## src/logic/spr_defines.vh

```
// Purpose: constants for the serial port baud generator and synchronous receiver
// Assumes: 50 MHz system clock, registers on a plain strobe port
// Notes:   offsets are byte-wide register indices
`ifndef SPR_DEFINES_VH
`define SPR_DEFINES_VH
// ----------------------------------------
// register offsets
// ----------------------------------------
`define SPR_ADDR_W          3
`define SPR_OFF_DIV_LO      3'h0
`define SPR_OFF_DIV_HI      3'h1
`define SPR_OFF_BAUD_CTRL   3'h2
`define SPR_OFF_TX_CTRL     3'h3
`define SPR_OFF_RX_CTRL     3'h4
`define SPR_OFF_RX_DATA     3'h5
// ----------------------------------------
// field positions
// ----------------------------------------
`define SPR_BC_WIDE         3
`define SPR_BC_IDLE         6
`define SPR_TC_HSPEED       2
`define SPR_TC_SYNC         4
`define SPR_TC_MASTER       7
`define SPR_RC_NINTH_D      0
`define SPR_RC_OVERRUN      1
`define SPR_RC_PENDING      3
`define SPR_RC_CONT         4
`define SPR_RC_SINGLE       5
`define SPR_RC_NINTH_EN     6
`define SPR_RC_PORT_EN      7
// ----------------------------------------
// reset values and timing
// ----------------------------------------
`define SPR_RST_BYTE        8'h00
`define SPR_ASYNC_LOW_MULT  7'h40
`define SPR_FIFO_DEPTH      2
`endif

```

## src/logic/spr_sync2.v

```verilog
// Purpose: two flip-flop synchroniser for one pin level
// Assumes: i_async comes from outside the clock domain
// Notes:   first stage is read only by the second
`timescale 1ns/1ps
`default_nettype none
module spr_sync2 (
   input  wire i_clock,
   input  wire i_rst_b,
   input  wire i_async,
   output reg  o_sync
);
   reg meta_r;
   // ----------------------------------------
   // two stages
   // ----------------------------------------
   always @(posedge i_clock) begin
      if (!i_rst_b) begin
         meta_r <= 1'b0;
         o_sync <= 1'b0;
      end else begin
         meta_r <= i_async;
         o_sync <= meta_r;
      end
   end
endmodule
`default_nettype wire

```

## src/logic/spr_baud_generator.v

```verilog
// Purpose: free-running baud timer, 8 or 16 bits wide
// Assumes: divisor and mode bits come from the register file
// Notes:   o_tick is a one-cycle enable at each timer overflow
`timescale 1ns/1ps
`default_nettype none
module spr_baud_generator #(
   parameter DIV_W = 16
) (
   input  wire             i_clock,
   input  wire             i_rst_b,
   input  wire             i_clear,
   input  wire [DIV_W-1:0] i_divisor,
   input  wire             i_wide,
   input  wire             i_sync,
   input  wire             i_hspeed,
   output reg              o_tick
);
   reg  [DIV_W-1:0] count_r;
   reg  [5:0]       pre_r;
   wire [DIV_W-1:0] top;
   wire [5:0]       pre_top;
   wire             at_top;
   // 8-bit width by default, 16 bits when wide is set
   assign top = i_wide ? i_divisor : {{(DIV_W-8){1'b0}}, i_divisor[7:0]};
   // sync ignores high speed: fixed /4; async low speed 8-bit: /64; else /16 or /4
   assign pre_top = i_sync ? 6'h03 :
                    (!i_hspeed && !i_wide) ? 6'h3f :
                    (i_hspeed && i_wide) ? 6'h03 : 6'h0f;
   assign at_top = (count_r == top);
   // ----------------------------------------
   // prescaler and timer
   // ----------------------------------------
   always @(posedge i_clock) begin
      if (!i_rst_b || i_clear) begin
         count_r <= {DIV_W{1'b0}};
         pre_r   <= 6'h00;
         o_tick  <= 1'b0;
      end else begin
         o_tick <= 1'b0;
         if (pre_r == pre_top) begin
            pre_r <= 6'h00;
            if (at_top) begin
               count_r <= {DIV_W{1'b0}};
               o_tick  <= 1'b1;
            end else begin
               count_r <= count_r + {{(DIV_W-1){1'b0}}, 1'b1};
            end
         end else begin
            pre_r <= pre_r + 6'h01;
         end
      end
   end
endmodule
`default_nettype wire

```

## src/logic/spr_serial_port.v

```verilog
// Purpose: serial port baud generator and synchronous receive path
// Assumes: one clock; registers on a plain strobe port, read data one cycle later
// Notes:   clearing the port enable resets receive state and the FIFO
`include "spr_defines.vh"
`timescale 1ns/1ps
`default_nettype none
// Function
// - baud timer 8-bit, 16-bit with wide select
// - divisor registers set baud timer period
// - async multiplier uses both bits; sync ignores speed
// - divisor write clears baud timer immediately
// - async 8-bit low speed: Fosc/(64(n+1))
// - master receive disables data pin driver
// - single or continuous enable starts reception
// - single: one character of clocks, self-clears
// - continuous: clocks until cleared, partial dropped
// - both set: single clears after first
// - sample data on trailing clock edge
// - full character sets pending, enters FIFO
// - pending stays while FIFO holds characters
// - slave takes clock pin, disables driver
// - bits change leading edge, one per clock
// - third character sets overrun, keeps data
// - overrun clears by read or continuous/enable
// - nine-bit mode, ninth bit readable
module spr_serial_port (
   input  wire                     i_clock,
   input  wire                     i_rst_b,
   input  wire [`SPR_ADDR_W-1:0]   i_addr,
   input  wire [7:0]               i_wdata,
   input  wire                     i_wr,
   input  wire                     i_rd,
   output reg  [7:0]               o_rdata,
   input  wire                     i_data_pin,
   output wire                     o_data_pin,
   output wire                     o_data_pin_oe,
   input  wire                     i_clock_pin,
   output wire                     o_clock_pin,
   output wire                     o_clock_pin_oe
);
   // ----------------------------------------
   // registers
   // ----------------------------------------
   reg  [7:0]  div_lo_r;
   reg  [7:0]  div_hi_r;
   reg         wide_r;
   reg         hspeed_r;
   reg         sync_r;
   reg         master_r;
   reg         port_en_r;
   reg         single_r;
   reg         cont_r;
   reg         ninth_en_r;
   reg         overrun_r;
   reg         ovr_single_r;
   reg  [8:0]  fifo_r [0:`SPR_FIFO_DEPTH-1];
   reg  [1:0]  count_r;
   reg  [8:0]  shift_r;
   reg  [3:0]  bits_r;
   reg         sck_r;
   reg         sck_prev_r;
   reg         data_d_r;
   wire        tick;
   wire        data_s;
   wire        clk_s;
   wire        wr_div;
   wire        rd_data;
   wire        wr_rx;
   wire        active;
   wire        trail;
   wire        done;
   wire [3:0]  char_bits;
   wire        port_rst;
   wire        cont_nxt;
   wire        port_en_nxt;
   wire        bit_in;
   assign wr_div  = i_wr && (i_addr == `SPR_OFF_DIV_LO || i_addr == `SPR_OFF_DIV_HI);
   assign rd_data = i_rd && (i_addr == `SPR_OFF_RX_DATA);
   assign wr_rx   = i_wr && (i_addr == `SPR_OFF_RX_CTRL);
   assign cont_nxt = wr_rx ? i_wdata[`SPR_RC_CONT] : cont_r;
   assign port_en_nxt = wr_rx ? i_wdata[`SPR_RC_PORT_EN] : port_en_r;
   // port disable resets the whole receive path
   assign port_rst = !i_rst_b || !port_en_r;
   assign char_bits = ninth_en_r ? 4'h9 : 4'h8;
   // ----------------------------------------
   // pin synchronisers
   // ----------------------------------------
   spr_sync2 u_sync_data (
      .i_clock (i_clock),
      .i_rst_b (i_rst_b),
      .i_async (i_data_pin),
      .o_sync  (data_s)
   );
   spr_sync2 u_sync_clk (
      .i_clock (i_clock),
      .i_rst_b (i_rst_b),
      .i_async (i_clock_pin),
      .o_sync  (clk_s)
   );
   // ----------------------------------------
   // baud generator
   // ----------------------------------------
   spr_baud_generator #(
      .DIV_W (16)
   ) u_baud (
      .i_clock   (i_clock),
      .i_rst_b   (i_rst_b),
      .i_clear   (wr_div),
      .i_divisor ({div_hi_r, div_lo_r}),
      .i_wide    (wide_r),
      .i_sync    (sync_r),
      .i_hspeed  (hspeed_r),
      .o_tick    (tick)
   );
   // ----------------------------------------
   // pin drivers
   // ----------------------------------------
   // receive path never drives the data pin
   assign o_data_pin    = 1'b0;
   assign o_data_pin_oe = 1'b0;
   // master drives its clock, slave only listens
   assign o_clock_pin    = sck_r;
   assign o_clock_pin_oe = port_en_r && sync_r && master_r;
   // ----------------------------------------
   // clock generation and edge detection
   // ----------------------------------------
   // overrun stalls reception until it is cleared
   assign active = port_en_r && sync_r && (single_r || cont_r) && !overrun_r;
   // master sees its own falling edge, slave the synchronised pin
   assign trail  = master_r ? (sck_prev_r && !sck_r) : (sck_prev_r && !clk_s);
   assign done   = trail && active && (bits_r == char_bits - 4'h1);
   // slave edge arrives two cycles late through its synchroniser, as data_s does; delayed data samples the pin a cycle before the edge
   assign bit_in = master_r ? data_s : data_d_r;
   always @(posedge i_clock) begin
      if (port_rst) begin
         sck_r      <= 1'b0;
         sck_prev_r <= 1'b0;
         data_d_r   <= 1'b0;
      end else begin
         sck_prev_r <= master_r ? sck_r : clk_s;
         data_d_r   <= data_s;
         if (!active || !master_r) begin
            sck_r <= 1'b0;
         end else if (tick) begin
            sck_r <= ~sck_r;
         end
      end
   end
   // ----------------------------------------
   // receive shift register
   // ----------------------------------------
   always @(posedge i_clock) begin
      if (port_rst || !active) begin
         shift_r <= 9'h000;
         bits_r  <= 4'h0;
      end else if (trail) begin
         // lsb first: shift right, new bit at top of the character
         if (ninth_en_r) begin
            shift_r <= {bit_in, shift_r[8:1]};
         end else begin
            shift_r <= {1'b0, bit_in, shift_r[7:1]};
         end
         bits_r <= done ? 4'h0 : bits_r + 4'h1;
      end
   end
   // ----------------------------------------
   // control registers, FIFO and overrun
   // ----------------------------------------
   wire [8:0] new_char = ninth_en_r ? {bit_in, shift_r[8:1]} : {1'b0, bit_in, shift_r[7:1]};
   wire       pop      = rd_data && (count_r != 2'h0);
   wire       push     = done && (count_r != 2'h2 || pop);
   wire       ovr_set  = done && count_r == 2'h2 && !pop;
   always @(posedge i_clock) begin
      if (!i_rst_b) begin
         div_lo_r   <= `SPR_RST_BYTE;
         div_hi_r   <= `SPR_RST_BYTE;
         wide_r     <= 1'b0;
         hspeed_r   <= 1'b0;
         sync_r     <= 1'b0;
         master_r   <= 1'b0;
         port_en_r  <= 1'b0;
         ninth_en_r <= 1'b0;
      end else if (i_wr) begin
         case (i_addr)
            `SPR_OFF_DIV_LO: div_lo_r <= i_wdata;
            `SPR_OFF_DIV_HI: div_hi_r <= i_wdata;
            `SPR_OFF_BAUD_CTRL: wide_r <= i_wdata[`SPR_BC_WIDE];
            `SPR_OFF_TX_CTRL: begin
               hspeed_r <= i_wdata[`SPR_TC_HSPEED];
               sync_r   <= i_wdata[`SPR_TC_SYNC];
               master_r <= i_wdata[`SPR_TC_MASTER];
            end
            `SPR_OFF_RX_CTRL: begin
               port_en_r  <= i_wdata[`SPR_RC_PORT_EN];
               ninth_en_r <= i_wdata[`SPR_RC_NINTH_EN];
            end
            default: ;
         endcase
      end
   end
   // receive state; port disable resets it, but enabling the port with a start bit starts at once
   always @(posedge i_clock) begin
      if (!i_rst_b || !port_en_nxt) begin
         single_r     <= 1'b0;
         cont_r       <= 1'b0;
         overrun_r    <= 1'b0;
         ovr_single_r <= 1'b0;
         count_r      <= 2'h0;
         fifo_r[0]    <= 9'h000;
         fifo_r[1]    <= 9'h000;
      end else begin
         cont_r <= cont_nxt;
         if (wr_rx) begin
            single_r <= i_wdata[`SPR_RC_SINGLE];
         end
         // completion clears single, winning over a same-cycle write
         if (done && (single_r || cont_r)) begin
            single_r <= 1'b0;
         end
         // fifo: slot 0 is oldest
         if (pop && push) begin
            fifo_r[0] <= (count_r == 2'h2) ? fifo_r[1] : new_char;
            fifo_r[1] <= new_char;
         end else if (pop) begin
            fifo_r[0] <= fifo_r[1];
            count_r   <= count_r - 2'h1;
         end else if (push) begin
            fifo_r[count_r[0]] <= new_char;
            count_r <= count_r + 2'h1;
         end
         // overrun: set wins; clear by read if single-only, else by continuous clear
         if (ovr_set) begin
            overrun_r    <= 1'b1;
            ovr_single_r <= !cont_r;
         end else if (overrun_r && ovr_single_r && rd_data) begin
            overrun_r <= 1'b0;
         end else if (overrun_r && !ovr_single_r && !cont_nxt) begin
            overrun_r <= 1'b0;
         end
      end
   end
   // ----------------------------------------
   // read data, one cycle after the strobe
   // ----------------------------------------
   always @(posedge i_clock) begin
      if (!i_rst_b) begin
         o_rdata <= 8'h00;
      end else if (i_rd) begin
         case (i_addr)
            `SPR_OFF_DIV_LO:    o_rdata <= div_lo_r;
            `SPR_OFF_DIV_HI:    o_rdata <= div_hi_r;
            `SPR_OFF_BAUD_CTRL: o_rdata <= {1'b0, !active, 2'h0, wide_r, 3'h0};
            `SPR_OFF_TX_CTRL:   o_rdata <= {master_r, 2'h0, sync_r, 1'b0, hspeed_r, 2'h0};
            `SPR_OFF_RX_CTRL:   o_rdata <= {port_en_r, ninth_en_r, single_r, cont_r,
                                            count_r != 2'h0, 1'b0, overrun_r, fifo_r[0][8]};
            `SPR_OFF_RX_DATA:   o_rdata <= fifo_r[0][7:0];
            default:            o_rdata <= 8'h00;
         endcase
      end else begin
         o_rdata <= 8'h00;
      end
   end
endmodule
`default_nettype wire

```

## config.mk

```make
export PLATFORM = sky130hd
export DESIGN_NAME = spr_serial_port
export DESIGN_NICKNAME = d
export VERILOG_FILES = /design/src/logic/spr_sync2.v /design/src/logic/spr_baud_generator.v /design/src/logic/spr_serial_port.v
export VERILOG_INCLUDE_DIRS = /design/src /design/src/logic
export SDC_FILE = /design/constraint.sdc
export NUM_CORES = 1
export LEC_CHECK = 0
export BUFFER_PORTS_ARGS = -buffer_cell sky130_fd_sc_hd__buf_2
export CAP_MARGIN = 20
export CORE_ASPECT_RATIO = 1.5
export CORE_MARGIN = 1
export CORE_UTILIZATION = 35
export CTS_BUF_LIST = sky130_fd_sc_hd__clkbuf_4 sky130_fd_sc_hd__clkbuf_8
export CTS_CLUSTER_SIZE = 40
export DETAILED_ROUTE_END_ITERATION = 16
export PLACE_DENSITY_LB_ADDON = 0.08
export SYNTH_ARGS = -nofsm -noshare
export SYNTH_HDL_FRONTEND = slang
export SYNTH_SLANG_ARGS = --single-unit
export TNS_END_PERCENT = 1
```

## constraint.sdc

```tcl
create_clock -name i_clock -period 5.66 [get_ports i_clock]
set_input_delay 1.132 -clock i_clock [delete_from_list [all_inputs] [get_ports i_clock]]
set_output_delay 1.132 -clock i_clock [all_outputs]
set_load 0.1 [all_outputs]
```

==> results of run 1 <==
cells in the final DEF (no fill, tap or decap), types with 6 or more instances in the layout:
| cell type | count |
|---|---|
| sky130_fd_sc_hd__a211oi_1 | 11 |
| sky130_fd_sc_hd__a21boi_0 | 6 |
| sky130_fd_sc_hd__a21oi_1 | 18 |
| sky130_fd_sc_hd__a22o_1 | 8 |
| sky130_fd_sc_hd__and2_1 | 25 |
| sky130_fd_sc_hd__and3_1 | 8 |
| sky130_fd_sc_hd__buf_2 | 26 |
| sky130_fd_sc_hd__clkbuf_8 | 9 |
| sky130_fd_sc_hd__dfxtp_1 | 78 |
| sky130_fd_sc_hd__edfxtp_1 | 18 |
| sky130_fd_sc_hd__ha_1 | 6 |
| sky130_fd_sc_hd__inv_1 | 7 |
| sky130_fd_sc_hd__mux2i_1 | 24 |
| sky130_fd_sc_hd__nand2_1 | 58 |
| sky130_fd_sc_hd__nand2b_1 | 6 |
| sky130_fd_sc_hd__nand3_1 | 11 |
| sky130_fd_sc_hd__nand4_1 | 7 |
| sky130_fd_sc_hd__nor2_1 | 32 |
| sky130_fd_sc_hd__nor2b_1 | 18 |
| sky130_fd_sc_hd__o21ai_0 | 7 |
| sky130_fd_sc_hd__o22ai_1 | 8 |
| sky130_fd_sc_hd__xnor2_1 | 30 |
cells in the mapped netlist (all sizes together), types with 2 or more instances:
cell type / count
a21boi: 8
dfxtp: 78
and4bb: 2
xor2: 4
nor4bb: 3
nand4: 8
nor2b: 18
nand2b: 6
o21ai: 7
o22ai: 8
nor3: 8
a21oi: 19
nor2: 33
and3: 10
inv: 7
edfxtp: 18
buf: 15
mux2i: 26
a22o: 8
o211ai: 2
a22oi: 5
a211oi: 13
nand2: 58
mux2: 5
a31oi: 3
nor4: 6
xnor2: 30
ha: 6
and2: 25
o31ai: 3
a2bb2oi: 5
nor4b: 7
nand3: 11
nor3b: 3
clkbuf: 12
or2: 3
critical path: cells and delay by family:
family	cells	cell delay, ns
simple gates	3	1.02
buf+inv	2	0.44
compound gates	1	0.33
fa+ha+maj	1	0.27
power by group:
group | leakage (uW) | total [uW] | switching [uW] | internal (uW)
clock network | 0.0000883 | 448 | 241 | 207
registers | 0.000849 | 711 | 8.06 | 702
logic | 0.000872 | 73.8 | 50.0 | 23.8
total | 0.00181 | 1230 | 299 | 934
worst max path at each step:
stage | depth (start not counted) | to | slack (ns)
2_1_floorplan | 7 | fifo_r[0][0] | 2.63
3_3_place_gp | 7 | fifo_r[0][8] | 2.16
3_5_place_dp | 7 | fifo_r[0][0] | 2.10
4_1_cts | 7 | fifo_r[0][6] | 2.47
5_1_grt | 7 | fifo_r[0][6] | 2.27
6_report | 7 | fifo_r[0][6] | 2.47
routing by layer:
metal,global-route usage (%),vias up,part of all wire (%)
li1,-,1790,-
met1,19.0,1722,40
met2,33.2,46,55
met3,2.97,18,2.3
met4,7.20,0,2.5
met5,0,-,0
sequential cells by signal (all words and copies together) (netlist names), 2 cells and up:
name,count
fifo_r,18
u_baud.count_r,16
div_hi_r,8
div_lo_r,8
o_rdata,8
shift_r,8
u_baud.pre_r,6
bits_r,4
count_r,2
cell families after synthesis:
group           after synthesis  synth area share [%]
compound gates               87                  12.8
xor+xnor                     34                  6.14
fa+ha+maj                     6                  1.55
buf+inv                      35                  4.31
flops                        96                  43.3
mux                          31                  6.68
other cells                   1                0.0773
simple gates                207                  25.1
stage by stage:
stage / total power [uW] / setup slack [ns] / utilization, % / instances
after floorplan: 781 / 2.63 / - / 498
after global placement: 801 / 2.16 / 37.1 / 661
after detailed placement: 802 / 2.10 / 37.1 / 661
after CTS: 1250 / 2.47 / 38.5 / 676
after global routing: 1280 / 2.27 / 38.5 / 676
final: 1230 / 2.47 / 38.5 / 676
final cells by class:
type	count	area share (%)
clock buffers	10	2.52
well taps	162	3.89
flip-flops and latches	96	40.3
repair buffers	29	2.93
clock inverters	5	1.13
inverters	7	0.504
multi-input cells	367	48.7
==> impl_summary.md, run 1 <==
Run status
The run finished with clean final reports.

Place
The wire-length estimate of the detail-placed layout is 9030 um. Summing all placed instances gives a cell area of 5030 um2. Input and output buffers added on the ports amount to 26. The global placement routability congestion is 0.809.

Synthesis
The async set-reset flop share out of synthesis is 0%. The total number of yosys warnings is 0. Sorting the synthesized cells by area gives the leading types as sky130_fd_sc_hd__dfxtp_1, sky130_fd_sc_hd__edfxtp_1, sky130_fd_sc_hd__xnor2_1, sky130_fd_sc_hd__mux2i_1, sky130_fd_sc_hd__nand2_1. A synthesized cell averages 9.76 um2.

The synthesized netlist contains between 60 and 70 unique library cells. The number of instances in the synthesized netlist is 497. For this run, the leading register cell type out of synthesis is sky130_fd_sc_hd__dfxtp_1. The largest total area in the synthesized netlist belongs to sky130_fd_sc_hd__dfxtp_1. In this run, synthesis inferred 18 flip-flops with an integrated enable. Counting flops and latches in the post-synthesis netlist gives 96. The cell area after synthesis is 4850 um2. The top-area cell type share of the netlist area is 32.2%. Sequential elements use 43.3% of the synthesized area.

Setup path
The kind of capture point of the worst setup path is a flop. The critical path goes through buf_2, and4b_1, nor2b_1, inv_1, ha_1, a21oi_1, nand3_1. The kind of critical path is input pin to flop. The worst setup path is launched from an input pin. The startpoint of the worst-slack reg-to-reg timing path is master_r. The depth of the most critical reg-to-reg path is 7.

The cell with the biggest individual delay on the critical path is sky130_fd_sc_hd__and4b_1. The flop-to-flop setup slack is 2.62 ns. In this run the worst setup path begins at i_addr[0]. Along the worst path, the maximum fanout reaches 22. For the worst setup path, the data required time is 5.66 ns.

The peak per-stage delay on the critical path is roughly 0.38 ns. The worst reg2reg path endpoint is fifo_r[0][6]. The arrival time at the worst endpoint is 3.19 ns.

Cells and area
The final instance area is 5220 um2. The area added between synthesis and finish is 7.56%. The layout cell share with drive strength beyond 1 is 14.2%. 0 antenna diodes ended up in the layout. After the last flow step, the layout net total stands at 533. The number of filler cells placed in the layout is 1400. The multi-input combinational cells in the finished layout cover a total of 2540 um2. Registers take between 2000 and 2500 um2.

Worst hold path
The worst hold path terminates at u_sync_clk.o_sync. The startpoint identified for the worst hold timing path is u_sync_clk.meta_r. Counting instances, the worst hold path has a depth of 1. In this run the worst hold path is classified as flop to flop.

GRT
The number of global-route vias before repair was 3608. The initial antenna violation count is 0. The first global-routing pass estimated 19300 um of wire. The maximum number of pins on one net before global-route repair is 34. After global routing the overflow that remains totals 0. The total global routing track utilization is 17.5%.

Timing
The number of hold violations in the final report is 0. For the pin with the worst max-slew slack, the measured transition is 0.970 ns. Hold is met by 0.439 ns. Across the routed clock network, the largest skew measured is roughly 0.015 ns. Setup repair after global routing left no endpoint under its margin. The portion of the clock cycle consumed by the worst path in the final layout is 56.4%. The accumulated negative setup slack is 0 ns.

The max-slew violation count came to 0. The worst pin sits at a relative slew slack of 34.8%. The highest clock frequency the design can meet is 313 MHz. The minimum clock period after layout is 3.19 ns. The number of failing setup endpoints in the final timing report is 0.

Floorplan
The die extent in x is 98.1 um. The number of standard-cell rows in the floorplan is 52. The core area is between 10000 and 15000 um2. For this design the top-level I/O count stands at 29.

The die area is ~14000 um2. In this run the vertical extent of the chip is 146 um. The starting density of the core is a little over a third.

Detailed routing
The final layout contains routed wiring with a total length of between 10000 and 15000 um. In the routed design, unresolved DRC markers number 0. For this block, the via count after detailed routing is 3576. The detailed-routing iteration count for the pre-antenna-repair pass is 4. Dividing the detail-routed wire length by the instance count gives ~18 um. Dividing the detail-routed via count by the number of cells gives 5.29. In this run the remaining antenna-violating nets after routing total 0. The first routing iteration left 95 violations.

CTS
The clock tree buffer depth is 2. In this run the number of H-tree levels came out at 3. TritonCTS created 9 clock buffers.

The clock net sink count is 96. For the worst-skew pair, the clock arrives at the later sink with an insertion delay of 0.36 ns. The number of gates resized after cts is 0. Once the clock tree was built, the setup fixing pass inserted 0 buffers.

The clock root buffer master is sky130_fd_sc_hd__clkbuf_8. For this design, the CTS-stage hold fixing added 0 buffers. The TritonCTS clock tree is yes. Clock-pin slew was measured on the worst setup and hold paths at 0.10 ns.

Pwr
Summed over all cells, the static leakage comes to 0.00181 uW. The worst-case IR drop observed on VDD is 0.114 mV. The power density normalized to cell area is about 240 nW/um2.

Job
The total of max-cap violations is 0.
Note: power is estimated with default switching activity, not from simulation.
==> run 2, diff against run 1 <==
- clock period: 5.66 -> 3.1 ns (I/O delays scaled with it)
==> run 2 against run 1 <==
Non-clock buffer count is 13 higher. Hold slack better by 0.0031 ns. First-iteration DRC count is 3.2% lower. Global-route usage is 0.34 points higher. Sequential cell count stayed put. Clock skew is 0.0021 ns lower. Worst setup slack worse by 1.9 ns. Combinational power is 99% higher. Register-to-register slack worse by 2.1 ns. Core utilization is 0.55 points higher.
==> impl_summary.md, run 2 (synthesized netlist as in run 1, its figures left out) <==
CTS
Hold repair after CTS inserted 0 buffers. TritonCTS built the clock tree. Clock-pin slew was measured on the worst setup and hold paths at 0.09 ns. The clock root buffer master is sky130_fd_sc_hd__clkbuf_8. Buffers added to address setup during post-CTS repair amount to 0. The clock tree buffer depth is 2. Clock tree synthesis inserted a total of 9 buffers. The H-tree was split into 3 levels. The number of gates resized after cts is 0. The clock reaches the later pin of the worst-skew pair after 0.37 ns. The clock net sink count is 96.

Cells and area
The library cells used most frequently in the layout, excluding fill and tap cells, are sky130_fd_sc_hd__dfxtp_1, sky130_fd_sc_hd__nand2_1, sky130_fd_sc_hd__nor2_1, sky130_fd_sc_hd__xnor2_1, sky130_fd_sc_hd__buf_2. The area used by multi-input combinational logic is 2540 um2. The number of filler cells placed in the layout is around 1400.

The largest registers in the layout are fifo_r (18), u_baud.count_r (16). The number of nets in the finished design is about 550. Cells with a size suffix above 1 make up between 10% and 20% of the layout. The register with the most flip-flops in the layout has 18 of them. Leaving out fill and tap cells, the most frequent cell in the layout is sky130_fd_sc_hd__dfxtp_1.

Summing all flip-flop and latch instances after layout gives around 2100 um2. Once layout is done, the placed cells without fillers occupy 5290 um2. The area added between synthesis and finish is 9.08%. At the end of the flow the core is filled with cells to approximately two fifths.

The repair_antennas step left the layout with diodes totalling 0. The number of standard cells in the layout, taps in and fillers out is approximately 690. Counting flops per register, the top entry is fifo_r.

Setup path
The kind of critical path is flop to flop. STA puts the critical path data arrival time at about 2.6 ns. The largest fanout of any net on the critical path is 9. The kind of capture point of the worst setup path is a flop. The slowest stage of the critical path belongs to the cell sky130_fd_sc_hd__dfxtp_1. The number of buffer and inverter stages on the critical path is 0.

The kind of launch point of the worst setup path is a flop. The peak per-stage delay on the critical path is 0.47 ns. The kind of cell adding the most delay to the critical path is simple AND/OR/NAND/NOR gates. For the worst setup path, the data required time is 3.12 ns. The signal on the critical path passes through mux2i_1, and2_1, o211a_1, nor2b_1, ha_1, a21oi_1, nand3_1.

Timing
The max-slew violation count came to 0. The minimum clock period after layout is 2.57 ns. The worst pin sits at a relative slew slack of 51.3%. The number of hold violations in the final report was 0. On the final layout, the worst clock skew is 0.0126 ns. The highest clock frequency the design can meet is 390 MHz. Setup violations remaining at the end of the flow were counted as 0. After routing, the total negative slack on setup checks comes to 0 ns.

Of the available clock period, the critical path in the final layout requires 82.8%. On the final layout, the worst hold slack is 0.442 ns. Setup repair after global routing left no endpoint under its margin. For the pin with the worst max-slew slack, the measured transition is 0.716 ns.

Run status
The flow ran to the end, and the final reports show no timing, DRC or antenna violations.

Pwr
The maximum vdd drop is 0.171 mV. The power density normalized to cell area is about 400 nW/um2. The static leakage is around 0.0019 uW.

Floorplan
The die is 98.1 um wide. The die area is around 14000 um2. The floorplan has 52 rows. The floorplan step defined a core boundary enclosing 13500 um2. The starting density of the core is approximately 36%.

During I/O placement, the number of pins put on the boundary was 29. The die extent in y is 146 um.

GRT
Entering global routing, the biggest net connects 29 pins. The final global-route overflow total is 0. The initial antenna violation count is 0. The wire length of the first global-routing pass is 19600 um.

The number of global-route vias before repair came to 3713. The total global routing track utilization is 17.9%.

Detailed routing
Summed over all layers, the routed wires come to 12200 um. The detailed route wirelength on metal2 is 6920 um. The first detailed-routing pass took 4 iterations. The detailed-route via count is 3650. For this run, design rule violations remaining after detail routing come to 0. Dividing the detail-routed via count by the number of cells gives 5.30. The detailed router finished its first iteration with 92 violations. In the final routing, the length of wire on met1 measures 4640 um.

The highest metal layer carrying signal wires in the routed design is met4. The routed wirelength normalized by instance count is 17.7 um. The detail route stage leaves a number of antenna-violating nets equal to 0.

The total met3 wirelength after detailed routing is approximately 300 um.

Place
The congestion estimate from routability-driven global placement came to approximately 0.80. The cell total after placement is between 600 and 700. The wire-length estimate of the detail-placed layout is 9370 um. The count of buffers from port buffering is 26. In this run the cell area measured after placement is 5120 um2.

Worst hold path
The type of the most critical hold path is flop to flop.

Job
Max-cap violations in this run came to 0.
[run 2: layer usage]
metal,GRT usage (%),vias up
li1,-,1814
met1,17.8,1767
met2,35.3,53
met3,3.49,16
met4,7.35,0
met5,0,-
[run 2: final timing paths]
kind,startpoint,depth (start not counted),slack (ns),endpoint
setup / recovery,master_r,7,0.53,fifo_r[0][4]
setup reg to reg,master_r,7,0.53,fifo_r[0][4]
hold reg to reg,u_sync_data.meta_r,1,0.44,u_sync_data.o_sync
hold / removal,u_sync_data.meta_r,1,0.44,u_sync_data.o_sync
[run 2: area by class of cell]
type / count / area share (%)
Clock buffer: 10 / 2.48
Clock inverter: 5 / 0.662
Inverter: 7 / 0.497
Multi-Input combinational cell: 367 / 48.1
Sequential cell: 96 / 39.7
Tap cell: 162 / 3.83
Timing Repair Buffer: 42 / 4.73
[run 2: power breakdown]
part	switching (uW)	internal (uW)
registers	13.3	1280
clock network	441	297
logic	95.9	51.0
total	551	1630
[run 2: stage by stage]
step / total power (uW) / worst slack, ns
after floorplan: 1430 / 0.168
after global placement: 1470 / 0.382
after detailed placement: 1470 / 0.333
after CTS: 2220 / 0.491
after global routing: 2280 / 0.253
final: 2180 / 0.533
==> run 3, diff against run 2 <==
- clock period: 3.1 -> 2.2 ns (I/O delays scaled with it)
==> run 3 against run 2 <==
The run now ends with design-rule violations left. Core utilization rose by 3.0 points. Design area rose by 7.8%. Critical path depth rose by 4. Largest cell class unchanged.
==> impl_summary.md, run 3 (synthesized netlist as in run 1, its figures left out) <==
Place
The count of buffers from port buffering is 26. Detailed placement ended at an HPWL of approximately 9700 um. The congestion estimate from routability-driven global placement came to 0.792.

Cells and area
Summing all multi-input logic gate instances after layout gives approximately 2600 um2. The layout cell share with drive strength beyond 1 is around 25%. The area added between synthesis and finish is 17.5%. The number of nets in the finished design is 580.

The sequential cells in the finished layout cover a total of 2110 um2. The antenna diode instance count is 0. The number of filler cells placed in the layout is roughly 1400. The number of flip-flops under the largest register name is 18.

The largest registers in the layout are fifo_r (18), u_baud.count_r (16). The register with the most flip-flops in the final layout is fifo_r. The most common cell after layout, fill and taps aside is sky130_fd_sc_hd__dfxtp_1.

Leaving out fill and tap cells, the most frequent cells in the layout are sky130_fd_sc_hd__dfxtp_1, sky130_fd_sc_hd__nand2_1, sky130_fd_sc_hd__buf_4, sky130_fd_sc_hd__nor2_1, sky130_fd_sc_hd__xnor2_1.

Setup path
Data on the critical path arrives at its endpoint at ~2.3 ns. The startpoint of the worst-slack reg-to-reg timing path is master_r. The setup path with the least slack is of type flop to flop. STA puts the critical path data required time at 2.44 ns. The largest fanout of any net on the critical path is 9. The kind of launch point of the worst setup path is a flop. The worst setup path is captured at a flop. The source of the critical timing path is master_r.

Pwr
The register share of total power is 55.8%. The clock network fraction of design power is about 37%. IR analysis of the VDD net gives a maximum drop of between 0.3 and 0.4 mV. Combinational logic burns 6.9% of the power.

The power density normalized to cell area is 573 nW/um2. Overall power consumption after layout is estimated at 3270 uW. The internal portion of the total power is 2430 uW. In this run switching power makes up ~26% of total power. The net switching power is 838 uW.

The analysis attributes to cell leakage a power of around 0.0021 uW.

Timing
Setup repair after global routing could not meet its margin everywhere. The number of hold violations in the final report is 0. The accumulated negative setup slack is 0 ns.

Timing would allow up to 476 MHz. The max-slew violation count is 0. The clock tree skew after final layout is 0.0123 ns. The relative slew slack is 65.0%. The actual slew at the worst max-slew pin is 0.515 ns. The final critical path takes up between 90 and 100% of the cycle. The minimum clock period after layout is around 2.1 ns. Setup violations remaining at the end of the flow were counted as 0.

Floorplan
The die covers about 14000 um2. For this configuration, the core starts out at a cell density of a little over a third. The die extent in y is 146 um.

The number of I/O pins is 29. The floorplan has 52 rows. The core region is 13500 um2. The die is slightly below 100 um wide.

CTS
The latest clock arrival within the worst-skew pair is 0.38 ns. TritonCTS built the clock tree. Clock tree synthesis inserted a total of 9 buffers.

The quantity of hold-fixing buffers added after cts is 0. The clock root buffer master is sky130_fd_sc_hd__clkbuf_8. The clock tree buffer depth is 2. The total number of H-tree levels is 3. The clock transition at the registers of the reported paths is approximately 0.11 ns.

Counting every sink on the clock net gives 96.

GRT
Entering global routing, the biggest net connects 33 pins. The first global-routing pass estimated about 20000 um of wire. The total global routing track utilization is 18.2%.

The initial antenna violation count is 0. The number of global-route vias before repair is 3785. The final global-route overflow total is 0.

Detailed routing
The number of remaining DRC errors is 1. The first detailed-routing pass ran for 10 iterations. The number of routed nets with antenna violations is 0. The average vias per placed instance is 5.15. The starting DRC count in detailed routing is 112. The detailed-route via count is 3725. The final layout contains routed wiring with a total length of 12600 um.

After detailed routing, the average wire length per cell comes to 17.4 um.

Run status
The final reports fail on design-rule violations. The run finished, with violations left.

Job
The tool flagged a number of max-cap violations equal to 0.

Worst hold path
The worst hold path startpoint is i_clock_pin. The type of the most critical hold path is input pin to flop.
==> run 3: worst paths after layout <==
| kind | end | slack (ns) | depth (start not counted) |
|---|---|---|---|
| worst min register to register | u_sync_data.o_sync | 0.44 | 1 |
| worst max-delay path | fifo_r[0][8] | 0.1 | 11 |
| worst max register to register | fifo_r[0][8] | 0.1 | 11 |
| worst min-delay path | u_sync_clk.meta_r | 0.26 | 2 |
==> run 3: final cells by class <==
| cell class | count | area share (%) |
|---|---|---|
| flip-flops and latches | 96 | 37.0 |
| multi-input cells | 367 | 46.1 |
| inverters | 7 | 0.461 |
| clock inverters | 7 | 1.36 |
| repair buffers | 76 | 9.37 |
| clock buffers | 9 | 2.17 |
| well taps | 162 | 3.56 |
==> run 3: critical path: stages (launching register included) <==
cell and delay (ns):
sky130_fd_sc_hd__dfxtp_2 0.36, sky130_fd_sc_hd__mux2i_2 0.23, sky130_fd_sc_hd__and2_4 0.18, sky130_fd_sc_hd__o211a_4 0.17
sky130_fd_sc_hd__nor2b_4 0.17, sky130_fd_sc_hd__inv_1 0.06, sky130_fd_sc_hd__ha_2 0.19, sky130_fd_sc_hd__nor2_1 0.10
sky130_fd_sc_hd__nor2_1 0.07, sky130_fd_sc_hd__nor3_4 0.12, sky130_fd_sc_hd__buf_6 0.16, sky130_fd_sc_hd__a32o_1 0.16
==> run 3: metrics by stage <==
stage / utilization [%] / area [um2] / worst slack, ns / cells / hold slack [ns]
2_1_floorplan: - / 4880 / -0.00854 / 498 / 0.412
3_3_place_gp: 40.1 / 5420 / -0.0755 / 707 / 0.413
3_5_place_dp: 40.1 / 5420 / -0.111 / 707 / 0.419
4_1_cts: 41.7 / 5650 / 0.00581 / 724 / 0.244
5_1_grt: 42.1 / 5700 / -0.0583 / 724 / 0.252
6_report: 42.1 / 5700 / 0.0990 / 724 / 0.258
==> run 3: timing repair <==
action                     in CTS  in global routing
setup buffers                   1                  0
pin swaps                       0                  1
resized for setup               6                 11
setup endpoints to repair      27                 38
gates cloned                    0                  0
==> run 3: layer usage <==
metal	GRT usage, %	share of wire (%)	vias to the layer above
met5	0	0	-
met4	7.05	2.2	0
met3	2.78	1.8	15
met2	36.1	57	40
met1	18.6	39	1791
li1	-	-	1879
==> run 3: power groups by stage <==
stage	logic, uW	registers, uW	clock network [uW]
after floorplan	143	1860	0
after global placement	225	1860	0
after detailed placement	227	1860	0
after CTS	228	1820	1250
after global routing	244	1830	1310
final	227	1820	1220
